**config.mk**
```make
export PLATFORM = sky130hd
export DESIGN_NAME = pmrc_top
export DESIGN_NICKNAME = d
export VERILOG_FILES = /design/src/hdl/pmrc_rtc.v /design/src/hdl/pmrc_timer.v /design/src/hdl/pmrc_top.v
export VERILOG_INCLUDE_DIRS = /design/src /design/src/hdl
export SDC_FILE = /design/constraint.sdc
export NUM_CORES = 1
export LEC_CHECK = 0
export BUFFER_PORTS_ARGS = -buffer_cell sky130_fd_sc_hd__buf_2
export CAP_MARGIN = 20
export CORE_UTILIZATION = 68
export DETAILED_ROUTE_END_ITERATION = 10
export PLACE_DENSITY = 0.89
export SLEW_MARGIN = 20
export SYNTH_ARGS = -nofsm -noshare
export SYNTH_HDL_FRONTEND = slang
export SYNTH_SLANG_ARGS = --single-unit
```
**constraint.sdc**
```tcl
create_clock -name i_sys_clk -period 25.1 [get_ports i_sys_clk]
set_input_delay 2.51 -clock i_sys_clk [delete_from_list [all_inputs] [get_ports i_sys_clk]]
set_output_delay 2.51 -clock i_sys_clk [all_outputs]
set_load 0.01 [all_outputs]
```
**src/hdl/pmrc_regs.vh**
```
// register offsets, field positions, reset values and timing counts
// -----------------------------------------------------------------
// How it works
// RQ1: normal mode clocks units only while busy
// RQ2: idle stops core clock, peripherals keep running
// RQ3: any enabled interrupt ends idle
// RQ4: sleep gates functions after DRAM self-refresh
// RQ5: sleep wake takes 10 ms or 160 ms
// RQ6: merge reset sources, allow software reset
// RQ7: record cause of most recent reset
// RQ8: fourth timer comparator drives watchdog reset
// RQ9: real-time clock on trimmed slow tick
// RQ10: software requests modes, sleep waits refresh ack
// -----------------------------------------------------------------
`ifndef PMRC_REGS_VH
`define PMRC_REGS_VH

// apb byte addresses
`define PMRC_A_CTRL    8'h00
`define PMRC_A_STATE   8'h04
`define PMRC_A_CAUSE   8'h08
`define PMRC_A_ISTAT   8'h0C
`define PMRC_A_IMASK   8'h10
`define PMRC_A_WAKEEN  8'h14
`define PMRC_A_OSCNT   8'h18
`define PMRC_A_MATCH0  8'h1C
`define PMRC_A_RTCCNT  8'h2C
`define PMRC_A_RTCALM  8'h30
`define PMRC_A_RTCTRIM 8'h34

// control field positions
`define PMRC_C_IDLE    0
`define PMRC_C_SLEEP   1
`define PMRC_C_SWRST   2
`define PMRC_C_KEEPOSC 3
`define PMRC_C_WDEN    4

// reset cause bits (one-hot)
`define PMRC_K_HARD    0
`define PMRC_K_SOFT    1
`define PMRC_K_WDOG    2
`define PMRC_K_SLEEP   3

// interrupt status bits
`define PMRC_I_MATCH0  0
`define PMRC_I_RTCSEC  3
`define PMRC_I_RTCALM  4
`define PMRC_I_IDLEX   5
`define PMRC_I_WAKE    6

// reset values
`define PMRC_RV_CAUSE  4'h1
`define PMRC_RV_TRIM   16'h7FFF

// timing
`define PMRC_CLK_HZ    100000000
`define PMRC_CLK_MHZ   100
`define PMRC_SLOW_HZ   32768
`define PMRC_FAST_HZ   3686400
`define PMRC_WAKE_FAST_US 10000
`define PMRC_WAKE_SLOW_US 160000
`define PMRC_RST_CYC   16

`endif

```
**src/hdl/pmrc_rtc.v**
```verilog
// real-time clock with slow tick divider and trim
`timescale 1ns/100ps
`default_nettype none
`include "pmrc_regs.vh"

module pmrc_rtc
(
  input  wire        i_sys_clk,    // system clock
  input  wire        i_rst,        // async reset, high
  input  wire [15:0] i_trim,       // slow ticks per second minus one
  input  wire        i_wr_cnt,     // software load of seconds
  input  wire [31:0] i_wdata,      // load value
  input  wire [31:0] i_alarm,      // alarm compare value
  output reg  [31:0] o_count,      // seconds count
  output reg         o_sec,        // one-cycle second pulse
  output reg         o_alarm       // one-cycle alarm pulse
);
  // -----------------------------------------------------------------
  // slow tick and trimmed prescaler
  // -----------------------------------------------------------------
  localparam DIV = `PMRC_CLK_HZ / `PMRC_SLOW_HZ - 1;
  reg  [15:0] div_cnt;             // system to slow divider
  reg  [15:0] pre_cnt;             // slow ticks within a second
  wire        tick = (div_cnt == DIV[15:0]);
  wire        sec  = tick && (pre_cnt >= i_trim);

  // runs in every mode, sleep included
  always @(posedge i_sys_clk or posedge i_rst)
  begin
    if (i_rst)
    begin
      div_cnt <= 16'h0000;
      pre_cnt <= 16'h0000;
    end
    else
    begin
      div_cnt <= tick ? 16'h0000 : div_cnt + 16'h0001;
      if (sec)
        pre_cnt <= 16'h0000;          // RQ9
      else if (tick)
        pre_cnt <= pre_cnt + 16'h0001;
    end
  end

  // seconds counter and alarm compare
  always @(posedge i_sys_clk or posedge i_rst)
  begin
    if (i_rst)
    begin
      o_count <= 32'h0000_0000;
      o_sec   <= 1'b0;
      o_alarm <= 1'b0;
    end
    else
    begin
      o_sec   <= sec;
      o_alarm <= sec && ((o_count + 32'h0000_0001) == i_alarm);
      if (i_wr_cnt)
        o_count <= i_wdata;
      else if (sec)
        o_count <= o_count + 32'h0000_0001; // RQ9
    end
  end
endmodule // pmrc_rtc
`default_nettype wire

```
**src/hdl/pmrc_timer.v**
```verilog
// free-running system timer with four match comparators
`timescale 1ns/100ps
`default_nettype none
`include "pmrc_regs.vh"

module pmrc_timer
(
  input  wire         i_sys_clk,   // system clock
  input  wire         i_rst,       // async reset, high
  input  wire         i_run,       // fast oscillator running
  input  wire         i_wr_cnt,    // software load of counter
  input  wire [31:0]  i_wdata,     // load value
  input  wire [127:0] i_match,     // four match values, ch0 low
  output reg  [31:0]  o_count,     // counter value
  output reg  [3:0]   o_hit        // one-cycle match pulses
);
  // -----------------------------------------------------------------
  // tick divider: fast oscillator rate from system clock
  // -----------------------------------------------------------------
  localparam DIV = `PMRC_CLK_HZ / `PMRC_FAST_HZ - 1;
  reg  [15:0] div_cnt;             // divider count
  wire        tick = i_run && (div_cnt == DIV[15:0]);
  wire [31:0] next_count = o_count + 32'h0000_0001;

  // divider only advances while the oscillator would run
  always @(posedge i_sys_clk or posedge i_rst)
  begin
    if (i_rst)
      div_cnt <= 16'h0000;
    else if (!i_run || tick)
      div_cnt <= 16'h0000;
    else
      div_cnt <= div_cnt + 16'h0001;
  end

  // counter: software load wins over a tick
  always @(posedge i_sys_clk or posedge i_rst)
  begin
    if (i_rst)
      o_count <= 32'h0000_0000;
    else if (i_wr_cnt)
      o_count <= i_wdata;
    else if (tick)
      o_count <= next_count;
  end

  // -----------------------------------------------------------------
  // comparators, one per channel; channel 3 feeds the watchdog
  // -----------------------------------------------------------------
  genvar g;
  generate
    for (g = 0; g < 4; g = g + 1)
    begin : g_cmp
      always @(posedge i_sys_clk or posedge i_rst)
      begin
        if (i_rst)
          o_hit[g] <= 1'b0;
        else
          o_hit[g] <= tick && (next_count == i_match[32*g +: 32]); // RQ8
      end
    end
  endgenerate
endmodule // pmrc_timer
`default_nettype wire

```
**src/hdl/pmrc_top.v**
```verilog
// power-mode and reset control block with apb registers
//
// The APB register port and the address map were chosen for this implementation.
`timescale 1ns/100ps
`default_nettype none
`include "pmrc_regs.vh"

module pmrc_top
#(
  parameter N_UNIT     = 4,                                    // gated units
  parameter WAKE_FAST  = `PMRC_WAKE_FAST_US * `PMRC_CLK_MHZ,   // 10 ms
  parameter WAKE_SLOW  = `PMRC_WAKE_SLOW_US * `PMRC_CLK_MHZ    // 160 ms
)
(
  input  wire              i_sys_clk,       // system clock
  input  wire              i_rst,           // hard reset, async high
  input  wire              psel,            // apb select
  input  wire              penable,         // apb access phase
  input  wire              pwrite,          // apb direction
  input  wire [7:0]        paddr,           // apb byte address
  input  wire [31:0]       pwdata,          // apb write data
  output wire              pready,          // apb ready
  output reg  [31:0]       prdata,          // apb read data
  output wire              pslverr,         // apb error
  input  wire [N_UNIT-1:0] i_unit_busy,     // unit wants its clock
  input  wire              i_int_pending,   // enabled interrupt at controller
  input  wire [6:0]        i_wake_src,      // external wake sources
  input  wire              i_sref_ack,      // dram in self-refresh
  output wire              o_cpu_clk_en,    // core clock enable
  output wire [N_UNIT-1:0] o_unit_clk_en,   // peripheral clock enables
  output wire              o_func_en,       // functions powered
  output wire              o_fast_osc_en,   // fast oscillator enable
  output reg               o_sref_req,      // self-refresh request
  output wire              o_sys_rst,       // internal reset
  output wire              o_irq            // block interrupt
);
  // -----------------------------------------------------------------
  // mode states
  // -----------------------------------------------------------------
  localparam [2:0] ST_NORM  = 3'h0;  // full on
  localparam [2:0] ST_IDLE  = 3'h1;  // core clock stopped
  localparam [2:0] ST_SREF  = 3'h2;  // waiting self-refresh ack
  localparam [2:0] ST_SLEEP = 3'h3;  // functions off; rtc runs, fast osc too if kept
  localparam [2:0] ST_WAKE  = 3'h4;  // oscillator settle

  reg  [2:0]   state;                // mode state
  reg  [2:0]   next_state;           // mode next value
  reg  [23:0]  wake_cnt;             // wake latency count
  reg          keep_osc;             // fast oscillator kept in sleep
  reg          wd_en;                // watchdog armed
  reg  [3:0]   cause;                // last reset cause, one-hot
  reg  [6:0]   istat;                // sticky interrupt status
  reg  [6:0]   imask;                // interrupt mask
  reg  [7:0]   wake_en;              // wake source enables
  reg  [127:0] match;                // timer match values
  reg  [31:0]  rtc_alarm;            // rtc alarm value
  reg  [15:0]  rtc_trim;             // rtc trim
  reg  [4:0]   rst_cnt;              // internal reset stretch
  reg          osc_at_sleep;         // osc kept at sleep entry
  wire [31:0]  os_count;             // timer value
  wire [3:0]   os_hit;               // match pulses
  wire [31:0]  rtc_count;            // rtc seconds
  wire         rtc_sec;              // second pulse
  wire         rtc_alm;              // alarm pulse

  // -----------------------------------------------------------------
  // apb decode; always ready, no wait states
  // -----------------------------------------------------------------
  wire acc  = psel && penable;
  wire wr   = acc && pwrite;
  wire rd   = acc && !pwrite;
  wire a_match = (paddr >= `PMRC_A_MATCH0) && (paddr < `PMRC_A_RTCCNT)
                 && (paddr[1:0] == 2'b00);
  wire [1:0] msel = paddr[3:2] - 2'h3;        // 0x1C maps to channel 0
  wire mapped = (paddr[1:0] == 2'b00) && (paddr <= `PMRC_A_RTCTRIM);

  assign pready  = 1'b1;
  assign pslverr = acc && !mapped;            // unmapped address

  wire wr_ctrl  = wr && (paddr == `PMRC_A_CTRL);
  wire idle_req = wr_ctrl && pwdata[`PMRC_C_IDLE];   // RQ10
  wire slp_req  = wr_ctrl && pwdata[`PMRC_C_SLEEP];  // RQ10
  wire sw_rst   = wr_ctrl && pwdata[`PMRC_C_SWRST];  // RQ6
  wire wd_rst   = wd_en && os_hit[3];                // RQ8

  // wake decision: rtc alarm is wake source 0
  wire [7:0] wake_vec = {i_wake_src, rtc_alm};
  wire       wake_hit = |(wake_en & wake_vec);       // RQ5
  wire [23:0] wake_len = osc_at_sleep ? WAKE_FAST[23:0] : WAKE_SLOW[23:0];
  wire       wake_done = (state == ST_WAKE) && (wake_cnt == wake_len - 24'h1);

  // -----------------------------------------------------------------
  // mode sequencer, next state
  // -----------------------------------------------------------------
  always @*
  begin
    next_state = state;
    case (state)
      ST_NORM:
        if (slp_req)
          next_state = ST_SREF;                    // RQ4
        else if (idle_req)
          next_state = ST_IDLE;                    // RQ2
      ST_IDLE:
        if (i_int_pending || o_irq)
          next_state = ST_NORM;                    // RQ3
      ST_SREF:
        if (i_sref_ack)
          next_state = ST_SLEEP;                   // RQ10
      ST_SLEEP:
        if (wake_hit)
          next_state = ST_WAKE;                    // RQ5
      ST_WAKE:
        if (wake_done)
          next_state = ST_NORM;
      default:
        next_state = ST_NORM;
    endcase
  end

  // state register; watchdog or software reset returns to normal
  always @(posedge i_sys_clk or posedge i_rst)
  begin
    if (i_rst)
      state <= ST_NORM;
    else if (sw_rst || wd_rst)
      state <= ST_NORM;
    else
      state <= next_state;
  end

  // wake latency counter, only live in the wake state
  always @(posedge i_sys_clk or posedge i_rst)
  begin
    if (i_rst)
      wake_cnt <= 24'h000000;
    else if (state == ST_WAKE)
      wake_cnt <= wake_cnt + 24'h000001;           // RQ5
    else
      wake_cnt <= 24'h000000;
  end

  // self-refresh held from request until wake completes or a software or watchdog reset
  always @(posedge i_sys_clk or posedge i_rst)
  begin
    if (i_rst)
    begin
      o_sref_req   <= 1'b0;
      osc_at_sleep <= 1'b1;
    end
    else if (state == ST_NORM && slp_req)
    begin
      o_sref_req   <= 1'b1;                        // RQ4
      osc_at_sleep <= keep_osc;
    end
    else if (wake_done || sw_rst || wd_rst)
      o_sref_req <= 1'b0;
  end

  // -----------------------------------------------------------------
  // clock and power enables
  // -----------------------------------------------------------------
  // functions stay on until refresh is acked, then off until the osc has settled
  assign o_func_en     = (state == ST_NORM) || (state == ST_IDLE) ||
                         (state == ST_SREF);                          // RQ4
  assign o_cpu_clk_en  = (state == ST_NORM) || (state == ST_SREF);    // RQ2
  assign o_unit_clk_en = {N_UNIT{o_func_en}} & i_unit_busy;           // RQ1
  // fast osc only dropped in sleep when software chose so
  assign o_fast_osc_en = !(state == ST_SLEEP && !osc_at_sleep);       // RQ5

  // -----------------------------------------------------------------
  // reset merge and cause record
  // -----------------------------------------------------------------
  localparam RST_LEN = `PMRC_RST_CYC;

  // stretch any source; hard reset loads the full count
  always @(posedge i_sys_clk or posedge i_rst)
  begin
    if (i_rst)
      rst_cnt <= RST_LEN[4:0];                     // RQ6
    else if (sw_rst || wd_rst || wake_done)
      rst_cnt <= RST_LEN[4:0];                     // RQ6
    else if (rst_cnt != 5'h00)
      rst_cnt <= rst_cnt - 5'h01;
  end
  assign o_sys_rst = i_rst || (rst_cnt != 5'h00);  // RQ6

  // cause: newest event wins, software clears with ones
  always @(posedge i_sys_clk or posedge i_rst)
  begin
    if (i_rst)
      cause <= `PMRC_RV_CAUSE;                     // RQ7
    else if (wd_rst)
      cause <= 4'h1 << `PMRC_K_WDOG;               // RQ7
    else if (sw_rst)
      cause <= 4'h1 << `PMRC_K_SOFT;               // RQ7
    else if (wake_done)
      cause <= 4'h1 << `PMRC_K_SLEEP;              // RQ7
    else if (wr && paddr == `PMRC_A_CAUSE)
      cause <= cause & ~pwdata[3:0];
  end

  // -----------------------------------------------------------------
  // interrupt status: read clears, a new event wins over the clear
  // -----------------------------------------------------------------
  wire [6:0] ev = {wake_done, (state == ST_IDLE && next_state == ST_NORM),
                   rtc_alm, rtc_sec, os_hit[2:0]};
  wire       rd_stat = rd && (paddr == `PMRC_A_ISTAT);

  always @(posedge i_sys_clk or posedge i_rst)
  begin
    if (i_rst)
      istat <= 7'h00;
    else if (rd_stat)
      istat <= ev;                                 // clear, keep new sets
    else
      istat <= istat | ev;
  end
  assign o_irq = |(istat & imask);

  // -----------------------------------------------------------------
  // software-written registers
  // -----------------------------------------------------------------
  always @(posedge i_sys_clk or posedge i_rst)
  begin
    if (i_rst)
    begin
      keep_osc  <= 1'b1;
      wd_en     <= 1'b0;
      imask     <= 7'h00;
      wake_en   <= 8'h00;
      match     <= 128'h0;
      rtc_alarm <= 32'h0000_0000;
      rtc_trim  <= `PMRC_RV_TRIM;
    end
    else
    begin
      if (wd_rst || sw_rst)
        wd_en <= 1'b0;                   // disarm so reset is not repeated
      else if (wr_ctrl)
      begin
        keep_osc <= pwdata[`PMRC_C_KEEPOSC];
        wd_en    <= pwdata[`PMRC_C_WDEN];          // RQ8
      end
      if (wr && paddr == `PMRC_A_IMASK)
        imask <= pwdata[6:0];
      if (wr && paddr == `PMRC_A_WAKEEN)
        wake_en <= pwdata[7:0];
      if (wr && a_match)
        match[32*msel +: 32] <= pwdata;
      if (wr && paddr == `PMRC_A_RTCALM)
        rtc_alarm <= pwdata;
      if (wr && paddr == `PMRC_A_RTCTRIM)
        rtc_trim <= pwdata[15:0];                  // RQ9
    end
  end

  // -----------------------------------------------------------------
  // read mux, registered during the setup cycle
  // -----------------------------------------------------------------
  always @(posedge i_sys_clk or posedge i_rst)
  begin
    if (i_rst)
      prdata <= 32'h0000_0000;
    else if (psel && !penable && !pwrite)
    begin
      prdata <= 32'h0000_0000;
      if (a_match)
        prdata <= match[32*msel +: 32];
      else
        case (paddr)
          `PMRC_A_CTRL:    prdata <= {27'h0, wd_en, keep_osc, 3'h0};
          `PMRC_A_STATE:   prdata <= {29'h0, state};
          `PMRC_A_CAUSE:   prdata <= {28'h0, cause};
          `PMRC_A_ISTAT:   prdata <= {25'h0, istat};
          `PMRC_A_IMASK:   prdata <= {25'h0, imask};
          `PMRC_A_WAKEEN:  prdata <= {24'h0, wake_en};
          `PMRC_A_OSCNT:   prdata <= os_count;
          `PMRC_A_RTCCNT:  prdata <= rtc_count;
          `PMRC_A_RTCALM:  prdata <= rtc_alarm;
          `PMRC_A_RTCTRIM: prdata <= {16'h0, rtc_trim};
          default:         prdata <= 32'h0000_0000;
        endcase
    end
  end

  // -----------------------------------------------------------------
  // timer and real-time clock
  // -----------------------------------------------------------------
  pmrc_timer u_timer
  (
    .i_sys_clk (i_sys_clk),
    .i_rst     (i_rst),
    .i_run     (o_fast_osc_en),
    .i_wr_cnt  (wr && paddr == `PMRC_A_OSCNT),
    .i_wdata   (pwdata),
    .i_match   (match),
    .o_count   (os_count),
    .o_hit     (os_hit)
  );

  pmrc_rtc u_rtc
  (
    .i_sys_clk (i_sys_clk),
    .i_rst     (i_rst),
    .i_trim    (rtc_trim),
    .i_wr_cnt  (wr && paddr == `PMRC_A_RTCCNT),
    .i_wdata   (pwdata),
    .i_alarm   (rtc_alarm),
    .o_count   (rtc_count),
    .o_sec     (rtc_sec),
    .o_alarm   (rtc_alm)
  );
endmodule // pmrc_top
`default_nettype wire

```
==> reports/results.md <==
| Quantity | Reported | Unit |
|:---|:---|:---|
| Status | completed | - |
| Dominant synthesized flop cell | sky130_fd_sc_hd__dfrtp_1 | - |
| Most common cell in the netlist | sky130_fd_sc_hd__nand2_1 | - |
| Count of nets left with antenna violations after detail routing | 0 | - |
| Yosys top cell area share | 39.43 | % |
| Sequential Area | 0.009733 | mm^2 |
| DRT iter0 DRCs | 2,843 | - |
| Top cells by area, synth | sky130_fd_sc_hd__dfrtp_1, sky130_fd_sc_hd__xnor2_1, sky130_fd_sc_hd__nand2_1 | - |
| Standard-cell rows | 67 | - |
| Switching part of the total | 33.88 | % |
| Instance count along the most critical hold path | 1 | - |
| Worst Setup Start Kind | input port | - |
| Depth of the most critical reg-to-reg path | 8 | - |
| Slew at the pin closest to its max-slew limit | 1.147 | ns |
| Count of unique library cells instantiated by Yosys | 78 | - |
| Largest net degree at the start of global routing | 169 | - |
| Async SR Flop Fraction | 100.0 | % |
| Launch point of the worst path | paddr[2] | - |
| Clock latency on the worst-skew pair | 0.57 | ns |
| Max Fanout on Critical Path | 40 | - |
| Top cell types by occurrence after synthesis | sky130_fd_sc_hd__nand2_1, sky130_fd_sc_hd__dfrtp_1, sky130_fd_sc_hd__nor2_1 | - |
| Longest individual stage delay on the worst path | 0.63 | ns |
| Die area | 0.03519 | mm^2 |
| Number of gates resized after CTS | 0 | - |
| Weighted congestion reported at the end of routability-driven placement | 1.044 | - |
| Setup-failing EPs final | 0 | - |
| Max VDD drop | 83.50 | uV |
| WL/cell | 25.24 | um |
| Post-synthesis sequential element count | 388 | - |
| Number of max-slew violations in the final report | 0 | - |
| Setup fix buffers added after clock tree synthesis | 0 | - |
| Biggest area consumer among synthesized cells | sky130_fd_sc_hd__dfrtp_1 | - |
| Worst Min Path Start | u_rtc.o_sec | - |
| Ratio of total power to cell area | 70.98 | mW/mm^2 |
| Remaining routing DRC violations | 0 | - |
| Hold buffer count at cts | 0 | - |
| Series of cell instances along the critical path | buf_2 -> buf_4 -> inv_1 -> ha_1 -> nor3_1 -> nor2_1 -> nor2_1 -> buf_2 | - |
| Mean Syn Cell Area | 8.878 | um^2 |
| Number of top-level pins | 102 | - |
| Fraction of power consumed by combinational cells | 21.3 | % |
| Net Sw Power | 610.7 | uW |
| Total placed instance area | 0.02400 | mm^2 |
| Post-layout instance area | 0.02539 | mm^2 |
| Reg power frac | 43.5 | % |
| Total wire length | 78,310 | um |
| Clock H-tree levels | 2 | - |
| Syn_nets | 2,728 | - |
| Footprint of the multi-input gates | 0.01278 | mm^2 |
| Share of final-layout standard cells stronger than drive strength 1 | 12.89 | % |
| Total count of hold-check failures in the final report | 0 | - |
| Slew HR | 23.23 | % |
| Number of buffers created by CTS | 42 | - |
| Critical path class | input port to output port | - |
| Final Hold Slack | 0.4323 | ns |
| Ratio of final minimum period to clock period | 26.87 | % |
| Clk_skew | 0.01800 | ns |
| Leakage power summed over all cells | 0.01055 | uW |
| Clock tree from TritonCTS | done | - |
| Root buf cell | sky130_fd_sc_hd__clkbuf_16 | - |
| Die height | 187.6 | um |
| Total negative setup slack | 0 | ns |
| Count of vias placed by the detailed router | 21,418 | - |
| Number of enable-type register cells in the synthesized netlist | 0 | - |
| Area inside the core boundary | 0.03370 | mm^2 |
| CTS Sinks | 388 | - |
| Worst-case register-to-register setup slack | 20.26 | ns |
| Instance count of the mapped netlist | 2,638 | - |
| Total routing resource utilization after global routing | 44.89 | % |
| Post-Synthesis Cell Area | 0.02342 | mm^2 |
| Unrepaired setup endpoints after global routing | no | - |
| Length of the first detailed-routing pass in iterations | 7 | - |
| Critical Path Slowest Stage Cell | sky130_fd_sc_hd__buf_4 | - |
| Overall Power | 1803 | uW |
| Initial antenna violation count | 4 | - |
| Critical path data required time | 22.59 | ns |
| Number of fillers in the final layout | 2,330 | - |
| Effective utilization at floorplan | 69.50 | % |
| Count of nets after finishing | 2,711 | - |
| Global-route wire length before repair | 121,200 | um |
| Clock transition at the register clock pins on the worst setup and hold paths after CTS | 0.06 | ns |
| Final period demand of the worst path | 6.745 | ns |
| Die Span X | 187.6 | um |
| Layout overhead on the synthesized area | 8.425 | % |
| Via count of the first global-routing pass | 20,650 | - |
| Layout Cells excl Fill | 3,103 | - |
| Vias per cell | 6.902 | - |
| Buffers added on ports | 100 | - |
| Internal Pwr Total | 1192 | uW |
| Portion of the post-synthesis area used by sequential elements | 41.56 | % |
| Arrival time of the worst setup path | 4.23 | ns |
| Count of yosys warnings during synthesis | 0 | - |
| Worst r2r src | u_timer.o_count[4] | - |
| Fmax achieved | 148.3 | MHz |
| Sort of element at the end of the critical path | output port | - |
| Final HPWL from detailed placement | 54,140 | um |
| Number of instances in the placed design | 3,025 | - |
| Hold Crit Class | flip-flop to flip-flop | - |
| Overflow after GRT | 0 | - |
| Maximum capacitance violations | 0 | - |
| Clk network pwr share | 35.2 | % |
| Worst-case clock buffer depth | 3 | - |
==> power groups by stage <==
stage / Clock, uW / Sequential (uW) / Combinational, uW
after global placement: 0 / 782 / 363
after global routing: 655 / 784 / 411
after floorplan: 0 / 706 / 314
final: 635 / 784 / 384
after detailed placement: 0 / 783 / 370
after CTS: 635 / 773 / 374
==> final timing paths <==
check                              endpoint
min                                istat[3]
max in group asynchronous        match[114]
max                                 pslverr
max reg2reg                u_timer.o_hit[2]
min reg2reg                        istat[3]
min in group asynchronous        rst_cnt[2]
==> critical path: cells and delay by family <==
family                   cells  cell delay (ns)
adder cells (fa/ha/maj)      1             0.28
buffers and inverters        4             1.12
AND/OR/NAND/NOR              3             0.30
==> flip-flops by register name, indices dropped and copies added, names as in the netlist, 4 cells and up <==
name and cells:
wake_cnt 24, rtc_trim 16, u_timer.div_cnt 16, prdata 32
u_timer.o_hit 4, wake_en 8, rst_cnt 5, u_rtc.div_cnt 16
u_rtc.o_count 32, u_rtc.pre_cnt 16, istat 7, cause 4
rtc_alarm 32, u_timer.o_count 32, imask 7, match 128
==> cells in the final DEF (no fill, tap or decap), types with 17 or more instances in the layout <==
master,n
sky130_fd_sc_hd__buf_2,100
sky130_fd_sc_hd__inv_1,56
sky130_fd_sc_hd__ha_1,32
sky130_fd_sc_hd__xor2_1,123
sky130_fd_sc_hd__nand4_1,51
sky130_fd_sc_hd__nand3_1,68
sky130_fd_sc_hd__a31oi_1,18
sky130_fd_sc_hd__buf_4,27
sky130_fd_sc_hd__a21oi_1,179
sky130_fd_sc_hd__xnor2_1,179
sky130_fd_sc_hd__dfrtp_1,369
sky130_fd_sc_hd__mux4_2,32
sky130_fd_sc_hd__nand2_1,388
sky130_fd_sc_hd__nor3_1,34
sky130_fd_sc_hd__nor2_1,266
sky130_fd_sc_hd__and2_1,18
sky130_fd_sc_hd__mux2_2,62
sky130_fd_sc_hd__a22oi_1,30
sky130_fd_sc_hd__a222oi_1,17
sky130_fd_sc_hd__o21ai_0,188
sky130_fd_sc_hd__or3_1,18
sky130_fd_sc_hd__nor4_1,26
sky130_fd_sc_hd__dfstp_2,19
sky130_fd_sc_hd__clkbuf_16,42
sky130_fd_sc_hd__and3_1,29
==> cells by family after synthesis <==
| logic type | share of synthesized area, % |
|---|---|
| AO/OA/AOI/OAI | 13.92 |
| multiplexers | 6.656 |
| AND/OR/NAND/NOR | 20.48 |
| adder cells (fa/ha/maj) | 1.752 |
| other | 0.01601 |
| buffers and inverters | 4.162 |
| flip-flops | 41.56 |
| XOR/XNOR | 11.46 |
==> area by class of cell <==
class                           count  area share [%]
Tap cell                          448           2.207
Clock buffer                       63           4.686
Timing Repair Buffer              128           2.848
Inverter                           57          0.8721
Clock inverter                     13          0.7292
Multi-Input combinational cell   2004           50.31
Antenna cell                        2         0.01971
Sequential cell                   388           38.33
==> per-stage QoR <==
stage	util [%]	setup slack [ns]
floorplan	-	11.25
global placement	71.23	18.30
detailed placement	71.23	18.34
CTS	75.31	18.33
global route	75.34	18.17
finish	75.35	18.36
==> layer usage <==
layer	GRT usage, %	part of all wire (%)	vias up
li1	-	-	9200
met1	60.83	38	10527
met2	66.70	44	1417
met3	13.76	13	272
met4	19.82	4.3	2
met5	0	0.017	-
Note: power is estimated with default switching activity, not from simulation.
